### config.mk
export PLATFORM = sky130hd
export DESIGN_NAME = padec_top
export DESIGN_NICKNAME = d
export VERILOG_FILES = /design/src/core/padec_top.v /design/src/core/padec_pterm.v
export VERILOG_INCLUDE_DIRS = /design/src /design/src/pkg
export SDC_FILE = /design/constraint.sdc
export NUM_CORES = 1
export LEC_CHECK = 0
export CORE_AREA = 5 5 556 558
export CTS_CLUSTER_SIZE = 14
export DETAILED_ROUTE_END_ITERATION = 8
export DIE_AREA = 0 0 561 563
export DONT_BUFFER_PORTS = 1
export GPL_TIMING_DRIVEN = 1
export PLACE_DENSITY_LB_ADDON = 0.25
export SLEW_MARGIN = 20
export SYNTH_ARGS = -nofsm -noshare
export SYNTH_HDL_FRONTEND = slang
export SYNTH_SLANG_ARGS = --single-unit
### constraint.sdc
create_clock -name i_clk -period 2.84 [get_ports i_clk]
set_input_delay 0.568 -clock i_clk [delete_from_list [all_inputs] [get_ports i_clk]]
set_output_delay 0.568 -clock i_clk [all_outputs]
set_load 0.05 [all_outputs]
### src/pkg/padec_defs.vh
// Constants for the programmable address decoder: input vector layout and term map.
`ifndef PADEC_DEFS_VH
`define PADEC_DEFS_VH

// Product-term input vector, bit positions.
`define PADEC_IN_ADDR_LO   0
`define PADEC_IN_ADDR_W    5
`define PADEC_IN_HADDR_LO  5
`define PADEC_IN_HADDR_W   3
`define PADEC_IN_A19       8
`define PADEC_IN_PAGE_LO   9
`define PADEC_IN_PAGE_W    4
`define PADEC_IN_RD        13
`define PADEC_IN_WR        14
`define PADEC_IN_ALE       15
`define PADEC_NIN          16

// Product-term map, first index of each group.
`define PADEC_T_BANK       0
`define PADEC_N_BANK       8
`define PADEC_T_SRAM       8
`define PADEC_T_PORT       9
`define PADEC_T_TRK_RD     10
`define PADEC_T_TRK_AO     11
`define PADEC_T_TRK_WO     12
`define PADEC_T_WIDE       13
`define PADEC_N_WIDE       4
`define PADEC_W_WIDE       4
`define PADEC_T_MID        29
`define PADEC_N_MID        4
`define PADEC_W_MID        2
`define PADEC_T_NARROW     37
`define PADEC_N_NARROW     3
`define PADEC_NTERMS       40

// Reset value of the latched low address.
`define PADEC_LADDR_RST    8'h00

`endif

### src/core/padec_top.v
// Programmable address decoder producing internal and external chip selects.
`timescale 1ns/10ps
`include "padec_defs.vh"
module padec_top #(
   parameter N_TERMS = `PADEC_NTERMS,
   parameter N_IN    = `PADEC_NIN
) (
   input  wire                    i_clk,
   input  wire                    i_rst,
   // Host bus.
   input  wire [4:0]              i_addr_hi,
   input  wire                    i_high_address_or_powerdown,
   input  wire                    i_address_latch_strobe,
   input  wire                    i_read_strobe,
   input  wire                    i_write_strobe,
   input  wire [7:0]              i_low_address_data_bus,
   output reg  [7:0]              o_low_address_data_bus,
   output reg                     o_low_address_data_bus_oe_n,
   input  wire [3:0]              i_page_bits,
   // Configuration held in non-volatile cells outside this block.
   input  wire [N_TERMS*N_IN-1:0] i_cfg_care,
   input  wire [N_TERMS*N_IN-1:0] i_cfg_value,
   input  wire [N_TERMS-1:0]      i_cfg_term_en,
   input  wire                    i_cfg_use_powerdown,
   input  wire                    i_cfg_rw_select,
   input  wire                    i_cfg_track_mode,
   input  wire [7:0]              i_cfg_portb_route,
   input  wire [2:0]              i_cfg_portc_route,
   // Internal selects, active high.
   output reg  [7:0]              o_program_bank_selects,
   output reg                     o_sram_select,
   output reg                     o_port_space_select,
   output reg                     o_track_read_select,
   output reg                     o_track_address_out_select,
   output reg                     o_track_write_out_select,
   // External selects, active low.
   output reg  [3:0]              o_wide_external_selects_n,
   output reg  [3:0]              o_mid_external_selects_n,
   output reg  [2:0]              o_narrow_external_selects_n,
   // Port pins.
   input  wire [7:0]              i_port_a,
   output reg  [7:0]              o_port_a,
   output reg                     o_port_a_oe_n,
   output reg  [7:0]              o_port_b,
   output reg  [7:0]              o_port_b_oe_n,
   input  wire [2:0]              i_port_c,
   output reg  [2:0]              o_port_c,
   output reg  [2:0]              o_port_c_oe_n,
   output reg  [7:0]              o_latched_address
);

   wire [N_IN-1:0]    dec_in;
   wire [N_TERMS-1:0] term;
   wire               deselect;
   wire               rd_int;
   wire               wr_int;
   reg  [2:0]         high_addr;
   reg  [3:0]         wide_sel;
   reg  [3:0]         mid_sel;
   reg                track_ao;
   reg                track_wo;
   reg                track_rd;
   reg                ale_d1_q;
   wire               ale_d1_d;
   reg  [7:0]         laddr_q;
   reg  [7:0]         laddr_d;
   integer            k;
   integer            n;

   // OR of a group of consecutive terms starting at a given index.
   function group_or;
      input [N_TERMS-1:0] terms;
      input integer       base;
      input integer       width;
      integer             j;
      begin
         group_or = 1'b0;
         for (j = 0; j < width; j = j + 1) begin
            group_or = group_or | terms[base+j];
         end
      end
   endfunction

   // Internal strobes in the two bus styles: pulse pins, or enable plus read/write.
   assign rd_int = i_cfg_rw_select ? (i_read_strobe & i_write_strobe) : ~i_read_strobe;
   assign wr_int = i_cfg_rw_select ? (i_read_strobe & ~i_write_strobe) : ~i_write_strobe;

   // Power-down only applies when the shared pin is configured for it.
   assign deselect = i_rst | (i_cfg_use_powerdown & i_high_address_or_powerdown);

   // Port C pins feed the decoder as high address only where they are inputs.
   always @* begin
      for (n = 0; n < 3; n = n + 1) begin
         high_addr[n] = i_cfg_portc_route[n] ? 1'b0 : i_port_c[n];
      end
   end

   // One vector feeds the product-term array; reset is deliberately not part of it.
   assign dec_in[`PADEC_IN_ADDR_LO +: `PADEC_IN_ADDR_W]   = i_addr_hi;
   assign dec_in[`PADEC_IN_HADDR_LO +: `PADEC_IN_HADDR_W] = high_addr;
   assign dec_in[`PADEC_IN_A19]  = i_cfg_use_powerdown ? 1'b0 : i_high_address_or_powerdown;
   assign dec_in[`PADEC_IN_PAGE_LO +: `PADEC_IN_PAGE_W]   = i_page_bits;
   assign dec_in[`PADEC_IN_RD]   = i_read_strobe;
   assign dec_in[`PADEC_IN_WR]   = i_write_strobe;
   assign dec_in[`PADEC_IN_ALE]  = i_address_latch_strobe;

   padec_pterm #(
      .N_TERMS (N_TERMS),
      .N_IN    (N_IN)
   ) u_pterm (
      .i_in      (dec_in),
      .i_care    (i_cfg_care),
      .i_value   (i_cfg_value),
      .i_term_en (i_cfg_term_en),
      .o_term    (term)
   );

   // Second array: OR groups for the wide and mid selects.
   always @* begin
      for (k = 0; k < `PADEC_N_WIDE; k = k + 1) begin
         wide_sel[k] = group_or(term, `PADEC_T_WIDE + k*`PADEC_W_WIDE, `PADEC_W_WIDE);
      end
      for (k = 0; k < `PADEC_N_MID; k = k + 1) begin
         mid_sel[k] = group_or(term, `PADEC_T_MID + k*`PADEC_W_MID, `PADEC_W_MID);
      end
   end

   // Selects stay combinational so a decode is valid in the same bus cycle.
   always @* begin
      o_program_bank_selects      = deselect ? 8'h00 :
                                    term[`PADEC_T_BANK +: `PADEC_N_BANK];
      o_sram_select               = ~deselect & term[`PADEC_T_SRAM];
      o_port_space_select         = ~deselect & term[`PADEC_T_PORT];
      o_track_read_select         = ~deselect & term[`PADEC_T_TRK_RD];
      o_track_address_out_select  = ~deselect & term[`PADEC_T_TRK_AO];
      o_track_write_out_select    = ~deselect & term[`PADEC_T_TRK_WO];
      o_wide_external_selects_n   = deselect ? 4'hF : ~wide_sel;
      o_mid_external_selects_n    = deselect ? 4'hF : ~mid_sel;
      o_narrow_external_selects_n = deselect ? 3'h7 :
                                    ~term[`PADEC_T_NARROW +: `PADEC_N_NARROW];
   end

   // Track mode buffering. The write-out term is trusted to carry write qualification.
   always @* begin
      track_ao = i_cfg_track_mode & o_track_address_out_select & i_address_latch_strobe;
      track_wo = i_cfg_track_mode & o_track_write_out_select & ~track_ao;
      track_rd = i_cfg_track_mode & o_track_read_select & rd_int & ~track_ao & ~track_wo;
   end

   // Port A and the low bus never drive toward each other at once.
   always @* begin
      o_port_a                    = i_low_address_data_bus;
      o_port_a_oe_n               = ~(track_ao | track_wo);
      o_low_address_data_bus      = i_port_a;
      o_low_address_data_bus_oe_n = ~track_rd;
   end

   // Port B and C pins carry a select only where routed; elsewhere they float.
   always @* begin
      o_port_b      = {o_mid_external_selects_n, o_wide_external_selects_n};
      o_port_b_oe_n = ~i_cfg_portb_route;
      o_port_c      = o_narrow_external_selects_n;
      o_port_c_oe_n = ~i_cfg_portc_route;
   end

   // Address latch: transparent while the strobe is high, holds after its fall.
   assign ale_d1_d = i_address_latch_strobe;

   always @* begin
      laddr_d = laddr_q;
      if (i_address_latch_strobe) begin
         laddr_d = i_low_address_data_bus;
      end
   end

   always @(posedge i_clk) begin
      if (i_rst) begin
         ale_d1_q <= 1'b0;
         laddr_q  <= `PADEC_LADDR_RST;
      end else begin
         ale_d1_q <= ale_d1_d;
         laddr_q  <= laddr_d;
      end
   end

   // The latched copy is published only once the strobe has fallen.
   always @(posedge i_clk) begin
      if (i_rst) begin
         o_latched_address <= `PADEC_LADDR_RST;
      end else if (ale_d1_q & ~i_address_latch_strobe) begin
         o_latched_address <= laddr_q;
      end
   end

endmodule // padec_top

### src/core/padec_pterm.v
// Array of configurable product terms over a shared input vector.
`timescale 1ns/10ps
module padec_pterm #(
   parameter N_TERMS = 40,
   parameter N_IN    = 16
) (
   input  wire [N_IN-1:0]         i_in,
   input  wire [N_TERMS*N_IN-1:0] i_care,
   input  wire [N_TERMS*N_IN-1:0] i_value,
   input  wire [N_TERMS-1:0]      i_term_en,
   output wire [N_TERMS-1:0]      o_term
);

   // A literal takes part only where its care bit is set; the term must still be enabled.
   function term_match;
      input [N_IN-1:0] in;
      input [N_IN-1:0] care;
      input [N_IN-1:0] value;
      input            en;
      begin
         term_match = en & (&(~care | ~(in ^ value)));
      end
   endfunction

   genvar t;
   generate
      for (t = 0; t < N_TERMS; t = t + 1) begin : g_term
         assign o_term[t] = term_match(i_in, i_care[t*N_IN +: N_IN],
                                       i_value[t*N_IN +: N_IN], i_term_en[t]);
      end
   endgenerate

endmodule // padec_pterm

### Word level (Yosys, flattened, before mapping)

Index checks and enable logic that the tools add are counted.
Widths: inputs -> output; s select.

| word-level totals | value |
|---|---|
| register bits after elaboration | 17 |
| output and inout port bits | 72 |
| logic and storage cells | 298 |
| input port bits | 1,368 |

| cells by class | value |
|---|---|
| bitwise gates (word level) | 246 |
| multiplexer cells | 9 |
| reductions and logical operators | 40 |

Operators by type and width:

| operator | number |
|---|---|
| $not 16->16 | 80 |
| $or 16x16->16 | 40 |
| $reduce_and 16->1 | 40 |
| $xor 16x16->16 | 40 |
| $and 1x1->1 | 56 |
| $or 1x1->1 | 18 |
| $mux 4 | 2 |
| $mux 8 | 1 |
| $not 4->4 | 2 |
| $not 8->8 | 1 |
| $not 1->1 | 7 |
| $not 3->3 | 2 |
| $mux 1 | 5 |
| $mux 3 | 1 |

### Depth between registers and ports, before layout

Gate-level depths: netlist of run 1.

| logic depth | value |
|---|---|
| depth after elaboration | 14 |
| mapped depth | 10 |

### By module

A second synthesis of run 1 with hierarchy kept.

| second synthesis, totals | value |
|---|---|
| cell total of the unflattened synthesis | 1,277 |
| area, all modules | 10,649.0 sq um |

Modules (own cells, without submodules):

| module | sequential area each (sq um) | area each (sq um) | cells each | instances |
|---|---|---|---|---|
| padec_pterm | 0.0 | 9,557.9 | 1,148 | 1 |
| padec_top | 340.3 | 1,091.0 | 129 | 1 |

### Worst setup path after synthesis of run 1

No wires, ideal clock.

| timing path | value |
|---|---|
| kind | input to output |
| start point | in i_addr_hi[3] |
| end point | out o_wide_external_selects_n[1] |
| buffers on the path | 4 |
| data required time | 2.272 ns |
| cell stages on the path | 9 |
| data arrival time | 3.187 ns |
| path slack | -0.915 ns |
| path through | clkbuf_1 > buf_6 > buf_2 > xor2_1 > a22oi_1 > nand3_1 > nor3b_1 > o31ai_1 > buf_4 |

| on the way | value |
|---|---|
| word-level cells in the longest chain between the ends | 10 |

RTL lines:

| what | line | source |
|---|---|---|
| start, declared | padec_top.v:11 | `input wire [4:0] i_addr_hi,` |
| $xor 16x16->16 | padec_pterm.v:21 | `term_match = en & (&(~care \| ~(in ^ value)));` |
| $not 16->16 | padec_pterm.v:21 |  |
| $or 16x16->16 | padec_pterm.v:21 |  |
| $reduce_and 16->1 | padec_pterm.v:21 |  |
| $and 1x1->1 | padec_pterm.v:21 |  |
| $or 1x1->1 (2 in series) | padec_top.v:79 | `group_or = group_or \| terms[base+j];` |
| $or 1x1->1 (*) | padec_top.v:79 |  |
| $not 4->4 (*) | padec_top.v:137 | `o_wide_external_selects_n = deselect ? 4'hF : ~wide_sel;` |
| $mux 4 (*) | padec_top.v:137 |  |
| end, declared | padec_top.v:37 | `output reg [3:0] o_wide_external_selects_n,` |

Mark *: on every way between the ends. The rest lies on a longest branch, timed or not.

### Final worst setup path of run 1

| timing path | value |
|---|---|
| start point | in i_high_address_or_powerdown |
| end point | out o_wide_external_selects_n[0] |

| on the way | value |
|---|---|
| word-level cells in the longest chain between the ends | 11 |

RTL lines:

| what | line | source |
|---|---|---|
| start, declared | padec_top.v:12 | `input wire i_high_address_or_powerdown,` |
| $mux 1 | padec_top.v:101 | `` assign dec_in[`PADEC_IN_A19] = i_cfg_use_powerdown ? 1'b0 : i_high_address_or_powerdown; `` |
| $xor 16x16->16 | padec_pterm.v:21 |  |
| $not 16->16 | padec_pterm.v:21 |  |
| $or 16x16->16 | padec_pterm.v:21 |  |
| $reduce_and 16->1 | padec_pterm.v:21 |  |
| $and 1x1->1 | padec_pterm.v:21 |  |
| $or 1x1->1 (3 in series) | padec_top.v:79 |  |
| $not 4->4 | padec_top.v:137 |  |
| $mux 4 (*) | padec_top.v:137 |  |

Marked as above.

==> impl_metrics.json, run 1 <==
{
  "grt_use_met2": 0.225,
  "hold_depth": 1,
  "drive_gt1_frac": 0.164,
  "final.setup.worst_slack_ns": -0.542,
  "hold_slack_ns": 0.387,
  "required_ns": 2.27,
  "p_leak_nw": 4.93,
  "start_util": 0.0339,
  "synth_cell_type_count": 35,
  "p_sw_frac": 0.487,
  "ir_worst_vdd_mv": 0.187,
  "cts.sinks": 17,
  "ant_nets": 0,
  "p_clk_frac": 0.107,
  "totalWireLength_um": 242000,
  "wl_per_cell_um": 45.3,
  "min-delay-start": "i_rst",
  "root_buffer": "clkbuf_16",
  "cpMaxStageDelayCell": "a222oi_1",
  "slew_headroom": 0.295,
  "start_kind": "input pin",
  "cp_top_family": "compound AO/OA/AOI/OAI gates",
  "hold_buffers": 0,
  "route.vias.total": 13600,
  "finClkSkew_ns": 0.000862,
  "power.internal_mw": 1.36,
  "synth_nets": 2623,
  "cts_max_level": 1,
  "setup-violations-final": 30,
  "final_hold_viol_count": 0,
  "clk_latency_ns": 0.25,
  "die_area_mm2": 0.316,
  "p_per_area_mw_per_mm2": 155,
  "synth-edff-count": 0,
  "reg2reg_from": "ale_d1_q",
  "drv_cap": 0,
  "vias_per_cell": 2.55,
  "drt_iter0_markers": 1891,
  "hold_path_class": "in2reg",
  "p_switching_mw": 1.30,
  "drc_errors": 0,
  "yosys_most_used_dff": "dfxtp_1",
  "yosys.area_share.simple": 0.0827,
  "die_y_um": 563,
  "path_max_fanout": 6,
  "io_buffers": 0,
  "firstDrtPassIters": 6,
  "worst_pin_slew_ns": 1.06,
  "place.gp.congestion": 1.14,
  "clk_transition_reported_paths_ns": 0.05,
  "combPwrFrac": 0.796,
  "antenna_found_initial": 241,
  "grt_usage": 0.144,
  "crit_chain": "nor2b_4 > buf_12 > buf_8 > buf_8 > buf_16 > buf_6 > xor2_2 > a222oi_1 > nor4b_2 > a21oi_2 > a31o_4",
  "path_class": "in2out",
  "syn_area_mm2": 0.0103,
  "nFillCells": 35900,
  "worstReg2RegEnd": "o_latched_address[6]",
  "path_buf_inv": 5,
  "max_stage_delay_ns": 0.55,
  "synth_adder_area_share": 0,
  "arrival_ns": 2.81,
  "violations": "negative setup slack",
  "ys_async_sr_fraction": 0,
  "power_mw": 2.66,
  "min_to": "laddr_q[1]",
  "synthMuxAreaShare": 0.0155,
  "reg2reg_slack_ns": 1.27,
  "grt-busiest-layer": "met2",
  "layout_commonest_cell": "xor2_1",
  "use_met1": 0.138,
  "synth_top_family_by_area": "XOR/XNOR gates",
  "yosys.area_share.xor_xnor": 0.544,
  "grt_overflow": 0,
  "seq_area_frac_synth": 0.0330,
  "dp_hpwl_um": 215000,
  "ys_warn_count": 0,
  "use_met3": 0.119,
  "grt_pass1_wl_um": 270000,
  "rows": 203,
  "grt_pass1_vias": 13000,
  "area_growth_syn_to_layout_pct": 66.5,
  "final_max_slew_viol_count": 0,
  "timing.fmax_mhz": 296,
  "core_area_mm2": 0.304,
  "critPathMostFrequentCell": "buf_8",
  "rsz0062_at_grt": "yes",
  "fin_nets": 2638,
  "mostFrequentLayoutCells": "xor2_1, xnor2_1, a222oi_1, a22oi_1, nand2_1",
  "numCtsBuffers": 3,
  "synth-compound-area-share": 0.238,
  "cp-end-kind": "output port",
  "grt_max_degree": 52,
  "p_seq_frac": 0.098,
  "die_x_um": 561,
  "clk_path_buf_depth": 2,
  "io_pins": 1440,
  "period_share": 1.19,
  "synth.ff_latch_count": 17,
  "r2r_cells": 3,
  "period_minus_slack_ns": 3.38,
  "cts_tree": "built",
  "status": "complete, but fails checks",
  "syn_inst": 1255,
  "syn_avg_cell_area_um2": 8.21
}
[power by group through the flow]
stage	clock [mW]	combinational, mW	sequential (mW)
finish	0.284	2.12	0.259
global route	0.307	2.23	0.260
CTS	0.288	2.12	0.259
detailed placement	0	2.02	0.265
global placement	0	1.99	0.264
floorplan	0	1.44	0.263
[through the flow]
stage	std cells	area [um^2]	setup TNS, ns	worst slack, ns	util
after CTS	5262	16700	-10.81	-0.670	0.0551
after global placement	5247	16100	-13.71	-1.17	0.0530
after floorplan	1255	10800	-1.55	-0.501	-
final	5356	17100	-9.83	-0.542	0.0564
after global routing	5319	17100	-11.22	-0.615	0.0561
after detailed placement	5248	16100	-12.17	-0.772	0.0531
[what timing repair did]
action,in CTS,in global routing
pin swaps,49,28
endpoints found under the setup margin,35,35
buffers inserted,12,7
resized for setup,75,32
[synthesized netlist by cell type, types with 2 or more instances]
cell / n / share of area
buf_6: 23 / 0.025
nand4_1: 45 / 0.027
a22o_1: 43 / 0.037
o21ai_0: 5 / 0.0024
a221oi_1: 43 / 0.037
o31ai_1: 2 / 0.0015
xor2_1: 519 / 0.44
inv_1: 17 / 0.0062
a2111oi_2: 2 / 0.0029
a22oi_1: 82 / 0.060
dfxtp_1: 17 / 0.033
and4_1: 7 / 0.0060
clkbuf_1: 7 / 0.0026
nand3_1: 17 / 0.0083
xnor2_1: 121 / 0.10
nand2b_1: 4 / 0.0024
mux2i_1: 16 / 0.016
nand2_1: 66 / 0.024
and3_1: 3 / 0.0018
nor3b_1: 6 / 0.0044
a211oi_1: 11 / 0.0080
a21oi_1: 6 / 0.0029
a2111oi_0: 4 / 0.0034
buf_4: 46 / 0.034
nor2_1: 16 / 0.0058
a222oi_1: 80 / 0.078
a2111oi_1: 2 / 0.0019
nor2b_1: 3 / 0.0018
buf_2: 36 / 0.017
[cell type report]
| cell class | instances | area (um^2) | share of cell area |
|---|---|---|---|
| inverters | 17 | 63.8 | 0.00372 |
| clock buffers | 3 | 75.1 | 0.00438 |
| repair buffers | 123 | 1600 | 0.0935 |
| flip-flops and latches | 17 | 340 | 0.0198 |
| multi-input cells | 1108 | 9830 | 0.573 |
| well taps | 3997 | 5000 | 0.292 |
| clock inverters | 1 | 5.00 | 0.000292 |
| diodes | 90 | 225 | 0.0131 |
[how the worst max path moves through the flow]
| stage | from | depth (start not counted) | to | slack (ns) |
|---|---|---|---|---|
| finish | i_high_address_or_powerdown | 11 | o_wide_external_selects_n[0] | -0.54 |
| global route | i_page_bits[3] | 7 | o_wide_external_selects_n[2] | -0.61 |
| CTS | i_high_address_or_powerdown | 7 | o_wide_external_selects_n[2] | -0.67 |
| detailed placement | i_high_address_or_powerdown | 7 | o_wide_external_selects_n[2] | -0.77 |
| global placement | i_high_address_or_powerdown | 7 | o_port_b[2] | -1.17 |
| floorplan | i_page_bits[0] | 8 | o_low_address_data_bus_oe_n | -0.50 |
[registers in the layout (all words and copies together), names as in the netlist]
signal / cells
ale_d1_q: 1
laddr_q: 8
o_latched_address: 8
[metal layers]
layer  share of wire  vias to the layer above
met5          0.0065                        -
met4           0.051                      234
met3            0.18                      576
met2            0.43                     1653
met1            0.33                     6490
li1                -                     4689
[cells by family after synthesis]
| group | count (synthesis) |
|---|---|
| xor+xnor | 640 |
| compound gates | 284 |
| simple gates | 168 |
| buf+inv | 130 |
| flops | 17 |
| mux | 16 |
No activity file was read; power rests on OpenSTA's default activity.
==> run 2, diff against run 1 <==
--- a/config.mk
+++ b/config.mk
@@ -11,8 +11,9 @@
 export DETAILED_ROUTE_END_ITERATION = 8
 export DIE_AREA = 0 0 561 563
 export DONT_BUFFER_PORTS = 1
-export GPL_TIMING_DRIVEN = 1
+export GPL_TIMING_DRIVEN = 0
 export PLACE_DENSITY_LB_ADDON = 0.25
+export REMOVE_ABC_BUFFERS = 1
 export SLEW_MARGIN = 20
 export SYNTH_ARGS = -nofsm -noshare
 export SYNTH_HDL_FRONTEND = slang
==> impl_metrics.json, run 2 (synthesized netlist as in run 1, its figures left out) <==
{
  "p_leak_nw": 4.77,
  "drt_iter0_markers": 2214,
  "clk_latency_ns": 0.25,
  "grt_pass1_vias": 12900,
  "dp_hpwl_um": 241000,
  "cts_tree": "built",
  "status": "complete, but fails checks",
  "numPlacedInstances": 5163,
  "numCtsBuffers": 3,
  "cp-end-kind": "output port",
  "final_area_mm2": 0.0170,
  "hold_slack_ns": 0.385,
  "timing.setup.tns_ns": -17.57,
  "top_regs": "laddr_q: 8 flops, o_latched_address: 8 flops, ale_d1_q: 1 flops",
  "dp_slack_ns": -1.68,
  "multi_input_area_mm2": 0.00998,
  "path_class": "in2out",
  "fin_nets": 2596,
  "period_share": 1.36,
  "use_met3": 0.143,
  "cts.sinks": 17,
  "timing.fmax_mhz": 258,
  "wl_per_cell_um": 51.3,
  "rsz0062_at_grt": "yes",
  "placed_area_mm2": 0.0152,
  "drive_gt1_frac": 0.140,
  "final.setup.worst_slack_ns": -1.03,
  "layout_commonest_cell": "xor2_1",
  "nFillCells": 35900,
  "root_buffer": "clkbuf_16",
  "max_stage_delay_ns": 0.75,
  "cts_max_level": 1,
  "fin_cells": 5361,
  "arrival_ns": 3.31,
  "firstDrtPassIters": 8,
  "reg2reg_slack_ns": 1.30,
  "clk_transition_reported_paths_ns": 0.05,
  "regArea_um2": 340,
  "min-delay-start": "i_rst",
  "drc_errors": 0,
  "core_area_mm2": 0.304,
  "p_per_area_mw_per_mm2": 153,
  "area_growth_syn_to_layout_pct": 65.0,
  "r2r_cells": 3,
  "worstReg2RegEnd": "o_latched_address[0]",
  "min_to": "o_latched_address[7]",
  "grt-busiest-layer": "met2",
  "die_area_mm2": 0.316,
  "path_buf_inv": 0,
  "reg2reg_from": "ale_d1_q",
  "grt_pass1_wl_um": 302000,
  "ant_nets": 0,
  "antenna_found_initial": 419,
  "setup-violations-final": 36,
  "grt_usage": 0.164,
  "grt_overflow": 0,
  "mostFrequentLayoutCells": "xor2_1, xnor2_1, a22oi_1",
  "slew_headroom": 0.311,
  "crit_chain": "xor2_2 > a22o_1 > a221oi_1 > nand4_1 > a211oi_4 > nand4_1",
  "required_ns": 2.27,
  "grt_use_met2": 0.244,
  "cp_top_family": "compound AO/OA/AOI/OAI gates",
  "path_max_fanout": 40,
  "totalWireLength_um": 275000,
  "die_y_um": 563,
  "finClkSkew_ns": 0.00125,
  "place.gp.congestion": 1.12,
  "drv_cap": 0,
  "hold_path_class": "in2reg",
  "grt_max_degree": 52,
  "route.vias.total": 14500,
  "fin_util": 0.0559,
  "rows": 203,
  "io_pins": 1440,
  "use_met1": 0.161,
  "ir_worst_vdd_mv": 0.194,
  "clk_path_buf_depth": 2,
  "die_x_um": 561,
  "hold_depth": 1,
  "final_hold_viol_count": 0,
  "io_buffers": 0,
  "period_minus_slack_ns": 3.87,
  "violations": "negative setup slack",
  "vias_per_cell": 2.70,
  "start_kind": "input pin",
  "cpMaxStageDelayCell": "nand4_1",
  "power_mw": 2.60,
  "critPathMostFrequentCell": "nand4_1",
  "worst_pin_slew_ns": 1.03,
  "start_util": 0.0339,
  "final_max_slew_viol_count": 0
}
-- run 2: cell count changes in the layout (fill, tap and decap cells not counted), moves of 9 or more --
cell	before	now
buf_12	40	15
buf_16	3	12
buf_4	58	29
diode_2	90	137
xnor2_1	105	90
xnor2_4	4	15
-- run 2: worst max path at each step --
stage	end	depth (start not counted)	startpoint	slack, ns
after CTS	o_port_space_select	4	i_page_bits[2]	-1.04
after global routing	o_port_b[3]	6	i_addr_hi[2]	-0.98
after detailed placement	o_port_b[1]	8	i_cfg_portc_route[0]	-1.68
after global placement	o_mid_external_selects_n[3]	2	i_high_address_or_powerdown	-12.25
after floorplan	o_port_b[1]	5	i_cfg_use_powerdown	-3.41
final	o_low_address_data_bus_oe_n	6	i_addr_hi[2]	-1.03
-- run 2: area by class of cell --
cell class | count | share of cell area
clock buffer | 4 | 0.00464
tap | 3997 | 0.294
multi-input combinational | 1108 | 0.587
antenna | 137 | 0.0202
inverter | 17 | 0.00375
sequential | 17 | 0.0200
timing repair buffer | 81 | 0.0698
-- run 2: what timing repair did --
action                     4_1_cts  5_1_grt
resized for setup              117       60
pin swaps                       39       53
hold endpoints to repair         0        0
setup endpoints to repair       37       35
setup buffers                   27       35
hold buffers                     0        0
-- run 2: routing by layer --
layer	up-vias	share of wire
met1	6887	0.33
met3	699	0.19
met5	-	0.0075
met2	1942	0.42
met4	302	0.049
li1	4666	-
-- run 2: power by group --
group	switching, mW	internal [mW]
registers	0.0113	0.248
logic	1.13	0.933
clock network	0.0911	0.191
total	1.23	1.37
==> run 3, diff against run 2 <==
--- a/config.mk
+++ b/config.mk
@@ -7,6 +7,7 @@
 export NUM_CORES = 1
 export LEC_CHECK = 0
 export CORE_AREA = 5 5 556 558
+export CTS_BUF_LIST = sky130_fd_sc_hd__clkbuf_8
 export CTS_CLUSTER_SIZE = 14
 export DETAILED_ROUTE_END_ITERATION = 8
 export DIE_AREA = 0 0 561 563
==> impl_metrics.json, run 3 (synthesized netlist as in run 1, its figures left out) <==
{
  "status": "complete, but fails checks",
  "violations": "design-rule violations, negative setup slack",
  "drv_cap": 0,
  "use_met3": 0.144,
  "timing.setup.tns_ns": -17.88,
  "route.vias.total": 14400,
  "grt_overflow": 0,
  "min-delay-start": "i_rst",
  "vias_per_cell": 2.68,
  "use_met1": 0.160,
  "power.internal_mw": 1.29,
  "hold_slack_ns": 0.379,
  "ir_worst_vdd_mv": 0.141,
  "mostFrequentLayoutCells": "xor2_1, xnor2_1, a22oi_1",
  "cts_max_level": 1,
  "grt_pass1_wl_um": 302000,
  "hold_path_class": "in2reg",
  "rows": 203,
  "drive_gt1_frac": 0.144,
  "rsz0062_at_grt": "yes",
  "drc_errors": 2,
  "hold_buffers": 0,
  "path_max_fanout": 40,
  "critPathMostFrequentCell": "nand4_1",
  "grt_usage": 0.163,
  "cpMaxStageDelayCell": "nand4_1",
  "path_class": "in2out",
  "drt_iter0_markers": 1795,
  "place.gp.congestion": 1.12,
  "p_switching_mw": 1.21,
  "layout_commonest_cell": "xor2_1",
  "period_minus_slack_ns": 3.88,
  "wl_per_cell_um": 51.3,
  "slew_headroom": 0.276,
  "cts_tree": "built",
  "fin_nets": 2600,
  "p_sw_frac": 0.485,
  "firstDrtPassIters": 9,
  "top_regs": "laddr_q: 8 flops, o_latched_address: 8 flops, ale_d1_q: 1 flops",
  "final_area_mm2": 0.0170,
  "grt-busiest-layer": "met2",
  "fin_util": 0.0560,
  "placed_area_mm2": 0.0152,
  "clk_transition_reported_paths_ns": 0.07,
  "crit_chain": "xor2_2 > a222oi_1 > nand4_1 > a211oi_4 > nand4_1",
  "power_mw": 2.50,
  "combPwrFrac": 0.826,
  "p_seq_frac": 0.104,
  "arrival_ns": 3.31,
  "die_x_um": 561,
  "required_ns": 2.27,
  "start_util": 0.0339,
  "finClkSkew_ns": 0.00466,
  "period_share": 1.37,
  "setup-violations-final": 37,
  "ant_nets": 0,
  "numCtsBuffers": 3,
  "max_stage_delay_ns": 0.74,
  "cp-end-kind": "output port",
  "crit_start": "i_addr_hi[3]",
  "p_leak_nw": 4.80,
  "die_area_mm2": 0.316,
  "clk_path_buf_depth": 2,
  "clk_latency_ns": 0.25,
  "grt_max_degree": 52,
  "totalWireLength_um": 275000,
  "cts.sinks": 17,
  "reg2reg_from": "ale_d1_q",
  "dp_hpwl_um": 241000,
  "core_area_mm2": 0.304,
  "area_growth_syn_to_layout_pct": 65.4,
  "final_hold_viol_count": 0,
  "final.setup.worst_slack_ns": -1.04,
  "io_pins": 1440,
  "timing.fmax_mhz": 258,
  "io_buffers": 0,
  "die_y_um": 563,
  "grt_use_met2": 0.244,
  "p_per_area_mw_per_mm2": 147,
  "root_buffer": "clkbuf_8",
  "p_clk_frac": 0.070,
  "start_kind": "input pin",
  "final_max_slew_viol_count": 0,
  "grt_pass1_vias": 12900,
  "worst_pin_slew_ns": 1.08,
  "antenna_found_initial": 422
}
==> run 3: final timing paths <==
kind                                  to  slack, ns  cells past startpoint
max          o_low_address_data_bus_oe_n      -1.04                      5
min                           laddr_q[0]       0.38                      1
max reg2reg         o_latched_address[1]       1.30                      3
min reg2reg         o_latched_address[2]       0.50                      2
==> run 3: routing by layer <==
metal  vias to the layer above  share of wire
met2                      1885           0.42
met1                      6805           0.33
met4                       314          0.051
met5                         -         0.0090
li1                       4667              -
met3                       687           0.19
==> run 3: power groups by stage <==
stage | logic (mW) | clock network (mW) | registers, mW
2_1_floorplan | 1.11 | 0 | 0.263
3_3_place_gp | 1.75 | 0 | 0.264
3_5_place_dp | 1.82 | 0 | 0.264
4_1_cts | 2.01 | 0.179 | 0.259
5_1_grt | 2.18 | 0.189 | 0.260
6_report | 2.06 | 0.176 | 0.259
==> run 3: repair_timing <==
item                                    CTS  global route
gates resized for setup                 117            63
endpoints found under the setup margin   37            34
setup buffers                            27            38
cloned                                    0             2
pin swaps                                39            61
==> run 3: cell type report <==
class | count | area (um^2)
Inverter | 17 | 63.8
Antenna cell | 134 | 335
Multi-Input combinational cell | 1108 | 9990
Clock inverter | 1 | 3.75
Fill cell | 35900 | 287000
Timing Repair Buffer | 85 | 1260
Sequential cell | 17 | 340
Tap cell | 3997 | 5000
Clock buffer | 3 | 41.3
==> run 3: metrics by stage <==
stage	setup WS, ns	std cells
after CTS	-1.04	5194
after global placement	-12.25	5139
after global routing	-0.861	5314
final	-1.04	5362
after detailed placement	-1.68	5163
after floorplan	-3.41	1142
==> run 3: worst max-delay path, delay by kind of cell <==
kind / cells / cell delay, ns
xor+xnor: 1 / 0.36
compound gates: 2 / 1.03
simple gates: 2 / 0.94
